[src/inc/ddr_ctrl_regs.svh]
// Register offsets, field positions, reset values and timing constants.
`ifndef DDR_CTRL_REGS_SVH
`define DDR_CTRL_REGS_SVH

// ==========================================================================
// Register byte offsets on the Avalon-MM slave
`define OFS_CTRL 5'h00
`define OFS_TREFI 5'h04
`define OFS_TRFC 5'h08
`define OFS_TMRP 5'h0C
`define OFS_STATUS 5'h10
`define OFS_MODE 5'h14
`define OFS_GEOM 5'h18

// ==========================================================================
// Field positions
`define CTRL_EN_BIT 0
`define FLD_TREFI 15:0
`define FLD_TRFC 5:0
`define FLD_TMRD 2:0
`define FLD_TRP 6:4
`define ST_DONE_BIT 0
`define ST_BUSY_BIT 1
`define FLD_TALLY 7:4
`define FLD_MR 15:0
`define FLD_EMR 31:16
`define FLD_G_ROW 7:0
`define FLD_G_COL 15:8
`define FLD_G_BANK 23:16
`define FLD_G_DEV 31:24
`define MR_FLD_BL 2:0
`define MR_BT_BIT 3
`define MR_FLD_CL 6:4
`define A10_BIT 10

// ==========================================================================
// Reset values and encodings
`define CTRL_RST 1'h1
`define TREFI_RST 16'h061B
`define TRFC_RST_DDR 6'h0E
`define TRFC_RST_DDR2 6'h15
`define TMRD_RST 3'h2
`define TRP_RST 3'h3
`define BL2_CODE 3'h1
`define BL4_CODE 3'h2
`define BL8_CODE 3'h3
`define PINS_NOP 3'h7
`define PINS_PREA 3'h2
`define PINS_LMR 3'h0
`define PINS_REF 3'h1
`define BA_MR 3'h0
`define BA_EMR 3'h1
`define INIT_REF_N 4'h2
`define TALLY_MAX 4'hF

// ==========================================================================
// Timing: controller clock is clk_sys / 2
`define CLK_PS 5000
`define MCK_PS (`CLK_PS * 2)
`define PREA_MIN_NS 400
`define PREA_MIN_CYC ((`PREA_MIN_NS * 1000 + `MCK_PS - 1) / `MCK_PS)
`define TCKP_DEF 107

`endif

[src/inc/ddr_ctrl_pkg.sv]
// Types shared by the controller sequencer and its wait timer.
package ddr_ctrl_pkg;

   // ========================================================================
   // Sequencer states and memory commands
   typedef enum logic [2:0] {S_RST, S_PREA, S_EMR, S_MRS, S_IREF, S_IDLE,
      S_REF} st_t;
   typedef enum logic [1:0] {C_NOP, C_PREA, C_LMR, C_REF} cmd_t;

   // ========================================================================
   // Complete state of the sequencer
   typedef struct packed {
      st_t st;
      logic [3:0] rcnt;
      logic [3:0] tally;
      logic [15:0] refi;
      logic ph;
      logic ck;
      logic cke;
      logic cs_n;
      logic [2:0] pins;
      logic [2:0] ba;
      logic [15:0] addr;
      logic [1:0] odt;
      logic done;
      logic en;
      logic [15:0] trefi;
      logic [5:0] trfc;
      logic [2:0] tmrd;
      logic [2:0] trp;
      logic wreq;
      logic [31:0] rdata;
      logic c1;
      logic c2;
      logic c3;
      logic r1;
      logic r2;
      logic ext;
   } ctl_t;

endpackage : ddr_ctrl_pkg

[src/inc/ddr_tmr_if.sv]
// Handshake between the sequencer and its command spacing timer.
`timescale 1ns/1ps
interface ddr_tmr_if;
   logic tick;
   logic load;
   logic [15:0] value;
   logic done;
   modport ctl (output tick, output load, output value, input done);
   modport tmr (input tick, input load, input value, output done);
endinterface : ddr_tmr_if

[src/logic/ddr_wait_timer.sv]
// Down counter that spaces memory commands by a loaded cycle count.
`timescale 1ns/1ps
module ddr_wait_timer
   import ddr_ctrl_pkg::*;
   #(parameter int W = 16)
   (
   input wire logic clk_sys,
   input wire logic rst_b,
   ddr_tmr_if.tmr tif
   );

   typedef struct packed {logic [W-1:0] cnt;} tmr_t;
   tmr_t s_q;
   tmr_t s_d;

   if (W < 7 || W > 16) begin : g_bad
      $error("Timer width must be 7 to 16 bits.");
   end

   // ========================================================================
   // Counting
   // A load of N ends the wait N controller cycles after the command.
   always_comb
   begin
      s_d = s_q;
      if (tif.tick)
      begin
         if (tif.load)
            s_d.cnt = W'(tif.value - 16'h1);
         else if (s_q.cnt != '0)
            s_d.cnt = W'(s_q.cnt - 1'b1);
      end
   end

   // State register.
   always_ff @(posedge clk_sys or negedge rst_b)
   begin
      if (!rst_b)
         s_q <= '0;
      else
         s_q <= s_d;
   end

   // Done is a level while the count stands at zero.
   assign tif.done = (s_q.cnt == '0);
endmodule : ddr_wait_timer

[src/logic/ddr_init_refresh.sv]
// DDR/DDR2 initialization and refresh sequencer with an Avalon-MM slave.
`timescale 1ns/1ps
`include "ddr_ctrl_regs.svh"
module ddr_init_refresh
   import ddr_ctrl_pkg::*;
   #(
   parameter int DDR2 = 0,
   parameter int ROW_W = 13,
   parameter int COL_W = 10,
   parameter int BANKS = 4,
   parameter int DEV_W = 8,
   parameter int CS_W = 1,
   parameter int CK_W = 1,
   parameter int CKE_W = 1,
   parameter int SLOTS = 1,
   parameter int WR_DATA_DELAY = 1,
   parameter int FIXED_TIMING = 0,
   parameter int INIT_EXT_MODE_PROGRAM_ENABLE = 1,
   parameter int REF_BURST = 8,
   parameter int EXT_REF = 0,
   parameter int BURST_LEN = 4,
   parameter int CAS_LAT = 2,
   parameter int BURST_ILV = 0,
   parameter logic [15:0] EXTENDED_MODE_REGISTER = 16'h0000,
   parameter logic [6:0] TCKP = 7'(`TCKP_DEF),
   localparam int BA_W = (BANKS == 8) ? 3 : 2
   )
   (
   input wire logic clk_sys,
   input wire logic rst_b,
   input wire logic [4:0] avs_address,
   input wire logic avs_read,
   input wire logic avs_write,
   input wire logic [31:0] avs_writedata,
   input wire logic [3:0] avs_byteenable,
   output logic [31:0] avs_readdata,
   output logic avs_waitrequest,
   input wire logic ext_ref_clk,
   input wire logic ext_ref_req,
   output logic [CK_W-1:0] mem_ck,
   output logic [CKE_W-1:0] mem_cke,
   output logic [CS_W-1:0] mem_cs_n,
   output logic mem_ras_n,
   output logic mem_cas_n,
   output logic mem_we_n,
   output logic [BA_W-1:0] mem_ba,
   output logic [ROW_W-1:0] mem_addr,
   output logic [SLOTS-1:0] mem_odt,
   output logic init_done
   );

   // ========================================================================
   // Configuration checks
   // Geometry, select count, slots and mode values are refused if the
   // sequencer cannot serve them; DDR has only four banks.
   if (ROW_W < 13 || ROW_W > 16 || COL_W < 9 || COL_W > 11 ||
       !(BANKS == 4 || (BANKS == 8 && DDR2 != 0)) ||
       !(DEV_W == 4 || DEV_W == 8 || DEV_W == 16) ||
       CS_W < 1 || CS_W > ((DDR2 != 0) ? 4 : 8) ||
       CK_W < 1 || CK_W > 2 || CKE_W < 1 || CKE_W > 2 ||
       SLOTS < 1 || SLOTS > 2 || WR_DATA_DELAY < 1 || WR_DATA_DELAY > 2 ||
       REF_BURST < 2 || REF_BURST > 8 ||
       !(BURST_LEN == 4 || BURST_LEN == 8 || (BURST_LEN == 2 && DDR2 == 0))
       || CAS_LAT < 2 || CAS_LAT > ((DDR2 != 0) ? 6 : 3) ||
       int'(TCKP) < `PREA_MIN_CYC) begin : g_bad
      $error("Unsupported controller configuration.");
   end

   // Mode word written at initialization.
   function automatic logic [15:0] mode_word();
      logic [15:0] w;
      w = '0;
      w[`MR_FLD_BL] = (BURST_LEN == 2) ? `BL2_CODE :
         (BURST_LEN == 4) ? `BL4_CODE : `BL8_CODE;
      w[`MR_BT_BIT] = (BURST_ILV != 0);
      w[`MR_FLD_CL] = 3'(CAS_LAT);
      return w;
   endfunction : mode_word

   // Pin pattern of RAS, CAS and WE for each command.
   function automatic logic [2:0] pins_of(input cmd_t c);
      case (c)
         C_PREA: return `PINS_PREA;
         C_LMR: return `PINS_LMR;
         C_REF: return `PINS_REF;
         default: return `PINS_NOP;
      endcase
   endfunction : pins_of

   // Merges written bytes into the current register word.
   function automatic logic [31:0] bmerge(input logic [31:0] old,
      input logic [31:0] nw, input logic [3:0] be);
      logic [31:0] r;
      r = old;
      for (int i = 0; i < 4; i++)
         if (be[i])
            r[i*8 +: 8] = nw[i*8 +: 8];
      return r;
   endfunction : bmerge

   localparam logic [15:0] MODE_WORD = mode_word();
   localparam logic DO_EMR = (DDR2 != 0) || (INIT_EXT_MODE_PROGRAM_ENABLE != 0);
   localparam logic [1:0] ODT_MASK = (DDR2 == 0) ? 2'h0 :
      (SLOTS == 2) ? 2'h3 : 2'h1;

   ctl_t s_q;
   ctl_t s_d;
   ddr_tmr_if tif ();

   // ========================================================================
   // Next-state logic
   always_comb
   begin
      logic [31:0] rd;
      logic [31:0] w;
      logic exp;
      logic start;
      logic rise;
      rd = '0;
      w = '0;
      exp = 1'b0;
      start = 1'b0;
      rise = 1'b0;
      s_d = s_q;
      tif.load = 1'b0;
      tif.value = '0;
      tif.tick = s_q.ph;

      // Memory clock and the controller clock enable, both clk_sys / 2.
      s_d.ph = ~s_q.ph;
      s_d.ck = ~s_q.ck;

      // Two-stage synchronisers for the external refresh link.
      s_d.c1 = ext_ref_clk;
      s_d.c2 = s_q.c1;
      s_d.c3 = s_q.c2;
      s_d.r1 = ext_ref_req;
      s_d.r2 = s_q.r1;
      rise = s_q.c2 && !s_q.c3;

      // Register readback.
      case (avs_address)
         `OFS_CTRL: rd[`CTRL_EN_BIT] = s_q.en;
         `OFS_TREFI: rd[`FLD_TREFI] = s_q.trefi;
         `OFS_TRFC: rd[`FLD_TRFC] = s_q.trfc;
         `OFS_TMRP:
         begin
            rd[`FLD_TMRD] = s_q.tmrd;
            rd[`FLD_TRP] = s_q.trp;
         end
         `OFS_STATUS:
         begin
            rd[`ST_DONE_BIT] = s_q.done;
            rd[`ST_BUSY_BIT] = (s_q.st != S_IDLE);
            rd[`FLD_TALLY] = s_q.tally;
         end
         `OFS_MODE:
         begin
            rd[`FLD_MR] = MODE_WORD;
            rd[`FLD_EMR] = EXTENDED_MODE_REGISTER;
         end
         `OFS_GEOM:
         begin
            rd[`FLD_G_ROW] = 8'(ROW_W);
            rd[`FLD_G_COL] = 8'(COL_W);
            rd[`FLD_G_BANK] = 8'(BANKS);
            rd[`FLD_G_DEV] = 8'(DEV_W);
         end
         default: rd = '0;
      endcase

      // Avalon slave: one wait cycle, then the answer.
      s_d.wreq = 1'b1;
      if ((avs_read || avs_write) && s_q.wreq)
      begin
         s_d.wreq = 1'b0;
         s_d.rdata = rd;
      end
      w = bmerge(rd, avs_writedata, avs_byteenable);
      if (avs_write && !s_q.wreq)
      begin
         case (avs_address)
            `OFS_CTRL: s_d.en = w[`CTRL_EN_BIT];
            `OFS_TREFI:
               if (FIXED_TIMING == 0)
                  s_d.trefi = w[`FLD_TREFI];
            `OFS_TRFC:
               if (FIXED_TIMING == 0)
                  s_d.trfc = w[`FLD_TRFC];
            `OFS_TMRP:
               if (FIXED_TIMING == 0)
               begin
                  s_d.tmrd = w[`FLD_TMRD];
                  s_d.trp = w[`FLD_TRP];
               end
            default: s_d.en = s_q.en;
         endcase
      end

      // Command sequencer, advanced once per controller cycle.
      if (s_q.ph)
      begin
         s_d.cs_n = 1'b1;
         s_d.pins = pins_of(C_NOP);
         s_d.odt = (s_q.st == S_IDLE && s_q.done) ? ODT_MASK : 2'h0;
         // Free-running interval counter; a zero setting means 65536.
         if (s_q.done && EXT_REF == 0)
         begin
            if (s_q.refi == '0)
            begin
               s_d.refi = 16'(s_q.trefi - 16'h1);
               exp = 1'b1;
            end
            else
               s_d.refi = 16'(s_q.refi - 16'h1);
         end
         if (exp && s_q.tally != `TALLY_MAX)
            s_d.tally = 4'(s_q.tally + 4'h1);
         start = s_q.en && ((EXT_REF != 0) ? s_q.ext :
            (s_q.tally >= 4'(REF_BURST)));
         if (tif.done)
         begin
            case (s_q.st)
               S_RST:
               begin
                  s_d.cke = 1'b1;
                  tif.load = 1'b1;
                  tif.value = (DDR2 != 0) ? 16'(TCKP) : 16'h1;
                  s_d.st = S_PREA;
               end
               S_PREA:
               begin
                  s_d.cs_n = 1'b0;
                  s_d.pins = pins_of(C_PREA);
                  s_d.addr = '0;
                  s_d.addr[`A10_BIT] = 1'b1;
                  tif.load = 1'b1;
                  tif.value = 16'(s_q.trp);
                  s_d.st = DO_EMR ? S_EMR : S_MRS;
               end
               S_EMR:
               begin
                  s_d.cs_n = 1'b0;
                  s_d.pins = pins_of(C_LMR);
                  s_d.ba = `BA_EMR;
                  s_d.addr = EXTENDED_MODE_REGISTER;
                  tif.load = 1'b1;
                  tif.value = 16'(s_q.tmrd);
                  s_d.st = S_MRS;
               end
               S_MRS:
               begin
                  s_d.cs_n = 1'b0;
                  s_d.pins = pins_of(C_LMR);
                  s_d.ba = `BA_MR;
                  s_d.addr = MODE_WORD;
                  tif.load = 1'b1;
                  tif.value = 16'(s_q.tmrd);
                  s_d.rcnt = `INIT_REF_N;
                  s_d.st = S_IREF;
               end
               S_IREF, S_REF:
               begin
                  s_d.cs_n = 1'b0;
                  s_d.pins = pins_of(C_REF);
                  tif.load = 1'b1;
                  tif.value = 16'(s_q.trfc);
                  s_d.rcnt = 4'(s_q.rcnt - 4'h1);
                  if (s_q.rcnt == 4'h1)
                  begin
                     s_d.st = S_IDLE;
                     s_d.done = 1'b1;
                     if (s_q.st == S_REF)
                        s_d.tally = exp ? 4'h1 : 4'h0;
                  end
               end
               S_IDLE:
                  if (start)
                  begin
                     s_d.cs_n = 1'b0;
                     s_d.pins = pins_of(C_PREA);
                     s_d.addr = '0;
                     s_d.addr[`A10_BIT] = 1'b1;
                     tif.load = 1'b1;
                     tif.value = 16'(s_q.trp);
                     s_d.rcnt = (EXT_REF != 0) ? 4'h1 : 4'(REF_BURST);
                     s_d.ext = 1'b0;
                     s_d.st = S_REF;
                  end
               default: s_d.st = S_RST;
            endcase
         end
      end

      // A request caught at a link clock edge; the set wins over a clear.
      if (EXT_REF != 0 && rise && s_q.r2)
         s_d.ext = 1'b1;
   end

   // ========================================================================
   // State register
   always_ff @(posedge clk_sys or negedge rst_b)
   begin
      if (!rst_b)
      begin
         s_q <= '0;
         s_q.cs_n <= 1'b1;
         s_q.pins <= `PINS_NOP;
         s_q.wreq <= 1'b1;
         s_q.en <= `CTRL_RST;
         s_q.trefi <= `TREFI_RST;
         s_q.trfc <= (DDR2 != 0) ? `TRFC_RST_DDR2 : `TRFC_RST_DDR;
         s_q.tmrd <= `TMRD_RST;
         s_q.trp <= `TRP_RST;
      end
      else
         s_q <= s_d;
   end

   ddr_wait_timer #(.W(16)) u_timer (
      .clk_sys(clk_sys),
      .rst_b(rst_b),
      .tif(tif.tmr)
   );

   // Outputs, each a copy of a register bit.
   assign avs_readdata = s_q.rdata;
   assign avs_waitrequest = s_q.wreq;
   assign mem_ck = {CK_W{s_q.ck}};
   assign mem_cke = {CKE_W{s_q.cke}};
   assign mem_cs_n = {CS_W{s_q.cs_n}};
   assign {mem_ras_n, mem_cas_n, mem_we_n} = s_q.pins;
   assign mem_ba = s_q.ba[BA_W-1:0];
   assign mem_addr = s_q.addr[ROW_W-1:0];
   assign mem_odt = s_q.odt[SLOTS-1:0];
   assign init_done = s_q.done;

   logic [7:0] mck_n;
   logic [7:0] gap;
   logic last_ref;
   wire cmd = !s_q.cs_n;
   wire lmr = cmd && s_q.pins == `PINS_LMR;
   wire prea = cmd && s_q.pins == `PINS_PREA;

   // Controller cycles since reset and since the last command.
   always_ff @(posedge clk_sys or negedge rst_b)
   begin
      if (!rst_b)
      begin
         mck_n <= '0;
         gap <= '0;
         last_ref <= 1'b0;
      end
      else if (s_q.ph)
      begin
         if (mck_n != 8'hFF)
            mck_n <= 8'(mck_n + 8'h1);
         gap <= cmd ? 8'h1 : ((gap != 8'hFF) ? 8'(gap + 8'h1) : gap);
         if (cmd)
            last_ref <= (s_q.pins == `PINS_REF);
      end
   end
endmodule : ddr_init_refresh

[config.mk]
export PLATFORM = sky130hd
export DESIGN_NAME = ddr_init_refresh
export DESIGN_NICKNAME = d
export VERILOG_FILES = /design/src/inc/ddr_ctrl_pkg.sv /design/src/inc/ddr_tmr_if.sv /design/src/logic/ddr_wait_timer.sv /design/src/logic/ddr_init_refresh.sv
export VERILOG_INCLUDE_DIRS = /design/src /design/src/inc
export SDC_FILE = /design/constraint.sdc
export NUM_CORES = 1
export LEC_CHECK = 0
export BUFFER_PORTS_ARGS = -buffer_cell sky130_fd_sc_hd__buf_2
export CAP_MARGIN = 0
export CORE_ASPECT_RATIO = 0.6
export CORE_MARGIN = 10
export CORE_UTILIZATION = 44
export CTS_BUF_LIST = sky130_fd_sc_hd__clkbuf_4 sky130_fd_sc_hd__clkbuf_8
export CTS_CLUSTER_SIZE = 24
export DETAILED_ROUTE_END_ITERATION = 10
export HOLD_SLACK_MARGIN = 0.08
export SLEW_MARGIN = 20
export SYNTH_ARGS = -nofsm -noshare
export SYNTH_HDL_FRONTEND = slang
export SYNTH_HIERARCHICAL = 1
export SYNTH_SLANG_ARGS = --single-unit
[constraint.sdc]
create_clock -name clk_sys -period 6.5 [get_ports clk_sys]
set_clock_uncertainty 0.15 [all_clocks]
set_input_delay 0.975 -clock clk_sys [delete_from_list [all_inputs] [get_ports clk_sys]]
set_output_delay 0.975 -clock clk_sys [all_outputs]
set_load 0.1 [all_outputs]
# Word level (Yosys, flattened, before mapping)
# Index checks and enable logic that the tools add are counted.
dict set report totals {
  reg_bits 132
  in_bits 47
  out_inout_bits 56
  wordCells 118
}
dict set report op_classes {
  addsub 6
  order_cmp 1
  n_eq_ne 17
  muxes 42
  bitwise 2
  reduce_logical 30
}
# cell n
set ops {}
lappend ops {{16-bit 2-to-1 mux} 4}
lappend ops {{16-bit case mux with 4 select lines} 1}
lappend ops {{16-bit by 1-bit subtractor with 16-bit output (second input constant)} 3}
lappend ops {{33-bit 2-to-1 mux} 1}
lappend ops {{16-bit zero test} 2}
lappend ops {{6-bit case mux with 5 select lines} 1}
lappend ops {{4-bit 2-to-1 mux} 6}
lappend ops {{23-bit 2-to-1 mux} 1}
lappend ops {{3-bit case mux with 6 select lines} 1}
lappend ops {{8-bit 2-to-1 mux} 2}
lappend ops {{4-bit case mux with 4 select lines} 1}
lappend ops {{8-bit case mux with 2 select lines} 1}
lappend ops {{4-bit AND reduction} 4}
lappend ops {{16-bit nonzero test} 1}
lappend ops {{5-bit == test (second input constant)} 3}
lappend ops {{12-bit 2-to-1 mux} 1}
lappend ops {{6-bit 2-to-1 mux} 2}
lappend ops {{4-bit case mux with 3 select lines} 1}
lappend ops {{2-bit AND reduction} 6}
lappend ops {{5-bit by 4-bit == test with 1-bit output (second input constant)} 2}
lappend ops {{2-bit case mux with 5 select lines} 1}
lappend ops {{3-bit == test (second input constant)} 3}
lappend ops {{1-bit 2-to-1 mux} 7}
lappend ops {{7-bit 2-to-1 mux} 1}
lappend ops {{other kinds (31)} 42}

# Depth between registers and ports, before layout
dict set report depth {
  word_depth 10
  ltp_mapped 17
  depth_no_buf 14
}

# By module
# Netlist, hierarchy kept.
# module n_inst cells_each area_each_um2 seq_area_each_um2
set by_module_without_submodules {}
lappend by_module_without_submodules {ddr_init_refresh 1 535 5069.9 2123.3}
lappend by_module_without_submodules {ddr_wait_timer 1 165 1383.8 400.4}

# Worst setup path after synthesis
# No wires, ideal clock.
dict set report synth_path {
  kind {register to register}
  from {register u_timer/s_q[9] (netlist bit)}
  to {register u_timer/s_q[14] (netlist bit)}
  setup_time_ps 133
  arrival_time_ps 4539
  t_required_ps 6217
  slack_ps 1678
  path_stages_with_launch 18
  path_buffers 4
  period_less_slack_ps 4822
  cell_sequence {dfrtp_1 > nor4_1 > nand4_1 > or4_1 > inv_1 > nand2_1 > a31oi_1 > buf_2 > buf_1 > buf_1 > mux2i_1 > ha_1 > nand2b_1 > or4_1 > clkbuf_1 > a221oi_2 > a211o_1 > o211ai_1}
}
dict set report synth_between {
  elab_chain_len 5
}
# item line_no
set synth_rtl {}
lappend synth_rtl {{start: declaration} ddr_wait_timer.sv:13} ;# tmr_t s_q;
lappend synth_rtl {{start signal: assignment} ddr_wait_timer.sv:39} ;# s_q <= '0;
lappend synth_rtl {{start signal: assignment} ddr_wait_timer.sv:41} ;# s_q <= s_d;
lappend synth_rtl {{16-bit zero test (*)} ddr_wait_timer.sv:45} ;# assign tif.done = (s_q.cnt == '0);
lappend synth_rtl {{via tif.done} ddr_tmr_if.sv:7} ;# logic done;
lappend synth_rtl {{1-bit 2-to-1 mux (*)} ddr_init_refresh.sv:221} ;# if (tif.done)
lappend synth_rtl {{1-bit 2-to-1 mux (*)} ddr_init_refresh.sv:201} ;# if (s_q.ph)
lappend synth_rtl {{via tif.load} ddr_tmr_if.sv:5} ;# logic load;
lappend synth_rtl {{2-bit nonzero test (no line)} -}
lappend synth_rtl {{2-bit AND reduction (no line)} -}
# The timed path passes the listed nets; every way through them passes the cells marked *. The select of a mux whose other input is x is not followed.
# A chain may end at the register's enable or synchronous reset.

# Final worst setup path
dict set report layout_path {
  from {register u_timer/s_q[8] (netlist bit)}
  to {register u_timer/s_q[12] (netlist bit)}
}
# Same word-level chain as after synthesis.

==> results.yml <==
cts:
  clk_path_buf_depth: 2
  numCtsBuffers: 9
  cts-root-buf: "clkbuf_8"
  postCtsSetupBuffers: 0
  clock_sinks: 100
  cts_tree: "done"
  post_cts_resized: 0
  clock_latency_ns: 0.38
  cts-hold-fix-buffers: 0
  path_clk_slew_ns: 0.11
  htree_levels: 3
detailed_routing:
  first_pass_iters: 5
  drc_errors: 0
  via_count: 5590
  first_iter_violations: 483
  via_per_inst: 5.92
  antenna_left: 0
  wire_per_inst_um: 18.9
  wl_mm: 17.9
critical_path:
  cp.required_ns: 6.60
  criticalPathCategory: "reg2reg"
  critPathArrivalTime_ns: 5.32
  crit_path_max_fanout: 18
  rrSetupSlack_ns: 1.29
  end_kind: "register"
  startpoint_type: "register"
yosys:
  synthTopCellsByCount: "83 x dfrtp_1, 65 x nand2_1, 50 x buf_4"
  ys_top_cells_by_area: "dfrtp_1 32%, dfstp_2 6.9%, mux2_2 5.9%"
  syn_inst: 700
  yosysSeqAreaShare: 0.391
  syn_area_per_cell_sq_um: 9.22
  synth_fa_ha_area_frac: 0.0116
  synth-compound-area-share: 0.212
  postSynth.asyncResetShare: 1.00
  synth-edff-count: 0
  synth-main-ff-cell: "dfrtp_1"
  synth_seq_cells: 100
  synth_top_area_share: 0.322
  yosysTopAreaCell: "dfrtp_1"
  ys_types: 82
  syn-cell-area_sq_mm: 0.00645
  synth.yosys.warnings: 6
  synth_xor_area_frac: 0.0163
  yosys.area_share.simple: 0.207
  synth_top_family_by_area: "compound AO/OA/AOI/OAI gates"
  muxShareOfSynthArea: 0.0686
  yosysMostFrequentCell: "dfrtp_1"
timing:
  setup_slack_ns: 1.29
  hold_viol_final: 0
  fin_crit_sh: 0.802
  whs_ns: 0.284
  rsz0062_at_grt: "false"
  setup_viol: 0
  tightest_slew_ns: 0.885
  fmax_ghz: 0.192
  period_minus_slack_ns: 5.21
  maxSlewViolCount: 0
  relSlewSlack: 0.393
  setup_tns_ns: 0
placed_design:
  dp_hpwl_mm: 13.3
  io_buffers: 56
  place.gp.congestion: 0.928
  post-place-ws_ns: 1.48
global_routing:
  grt_pass1_vias: 5279
  grt_use_met2: 0.235
  grtUsageMet1: 0.278
  met3_usage: 0.0393
  grt_usage: 0.177
  grt_max_degree: 65
  grt_overflow: 0
  grt_pass1_wl_mm: 29.1
  antenna_found_initial: 0
  busiest_layer: "met1"
run:
  maxCapViolCount: 0
layout:
  synthToLayoutAreaGrowth_pct: 7.41
  fin_util: 0.481
  fillCellCount: 1389
  drive_above_1_share: 0.205
  fin_nets: 794
min_path:
  hold_class: "reg2reg"
die:
  die_x_um: 176
  die_h_um: 114
  core_sq_mm: 0.0144
  io_pins: 103
  rows: 34
  dieArea_sq_mm: 0.0201
  start_util: 0.448
power:
  ir_drop_v: 0.0000984
  p_per_area_mw_per_mm2: 195
  total_power_w: 0.00135
  p_leak_nw: 3.09
status:
  status: "finished clean"
==> power breakdown <==
part	switching [W]	total (W)	internal, W
Sequential	0.0000338	0.000687	0.000653
Clock	0.000248	0.000397	0.000150
Combinational	0.000193	0.000267	0.0000737
==> metal layers <==
layer / share of wire / vias up
met4: 0.0070 / 0
li1: - / 2615
met1: 0.52 / 2740
met3: 0.080 / 10
met2: 0.40 / 225
met5: 0 / -
==> state kept, by name, indices dropped and copies added (netlist names) <==
name / flops
s_q: 56
init_done: 1
mem_ck: 1
mem_cas_n: 1
mem_ba: 1
avs_waitrequest: 1
tif.tick: 1
u_timer/s_q: 16
mem_we_n: 1
avs_readdata: 17
mem_addr: 2
mem_cs_n: 1
mem_cke: 1
==> placed cells by master, fill, tap and decap left out, drive strengths merged, types with 11 or more instances in the layout <==
master,netlist,final
or4,13,13
mux2,34,34
o21ai,44,44
dfstp,17,17
a21oi,31,31
nor2,34,34
o211ai,11,11
conb,1,57
nand4,13,13
inv,15,20
nand2,65,65
nand3,18,18
nor3,28,28
dfrtp,83,83
buf,59,64
==> worst max-delay path, stage by stage (launching register included) <==
cell and delay, ns:
dfrtp_1 0.44, nor4_1 0.57, nand4_1 0.31, or4_1 0.53, inv_1 0.16, nand2_1 0.20
a31oi_4 0.49, mux2i_1 0.29, ha_1 0.31, nand2b_1 0.12, or4_1 0.68, a21oi_1 0.47
a41o_1 0.23, o221ai_1 0.10
==> cells by family after synthesis <==
kind of cell    count (synthesis)
simple gates                  245
compound gates                191
buf+inv                       105
flops                         100
mux                            40
xor+xnor                       12
fa+ha+maj                       6
other cells                     1
==> metrics by stage <==
stage | cell area (sq um) | cells
2_1_floorplan | 6660 | 756
3_3_place_gp | 6730 | 928
3_5_place_dp | 6730 | 928
4_1_cts | 6920 | 944
5_1_grt | 6930 | 944
6_report | 6930 | 945
==> final timing paths <==
path                           startpoint          endpoint  depth (start not counted)
max in group asynchronous           rst_b          s_q[112]                          2
min reg2reg                        mem_ck            mem_ck                          1
max reg2reg                u_timer/s_q[8]   u_timer/s_q[12]                         13
max                        u_timer/s_q[8]   u_timer/s_q[12]                         13
min                                mem_ck            mem_ck                          1
min in group asynchronous           rst_b  avs_readdata[11]                          1
==> cell type report <==
| cell class | count | area, sq um | share of cell area |
|---|---|---|---|
| well taps | 198 | 248 | 0.0357 |
| diodes | 1 | 2.50 | 0.000361 |
| repair buffers | 64 | 343 | 0.0495 |
| multi-input cells | 551 | 3570 | 0.515 |
| flip-flops and latches | 100 | 2520 | 0.364 |
| inverters | 15 | 56.3 | 0.00812 |
| clock inverters | 7 | 63.8 | 0.00921 |
| clock buffers | 9 | 124 | 0.0179 |
Power figures use the tool's default switching activity.
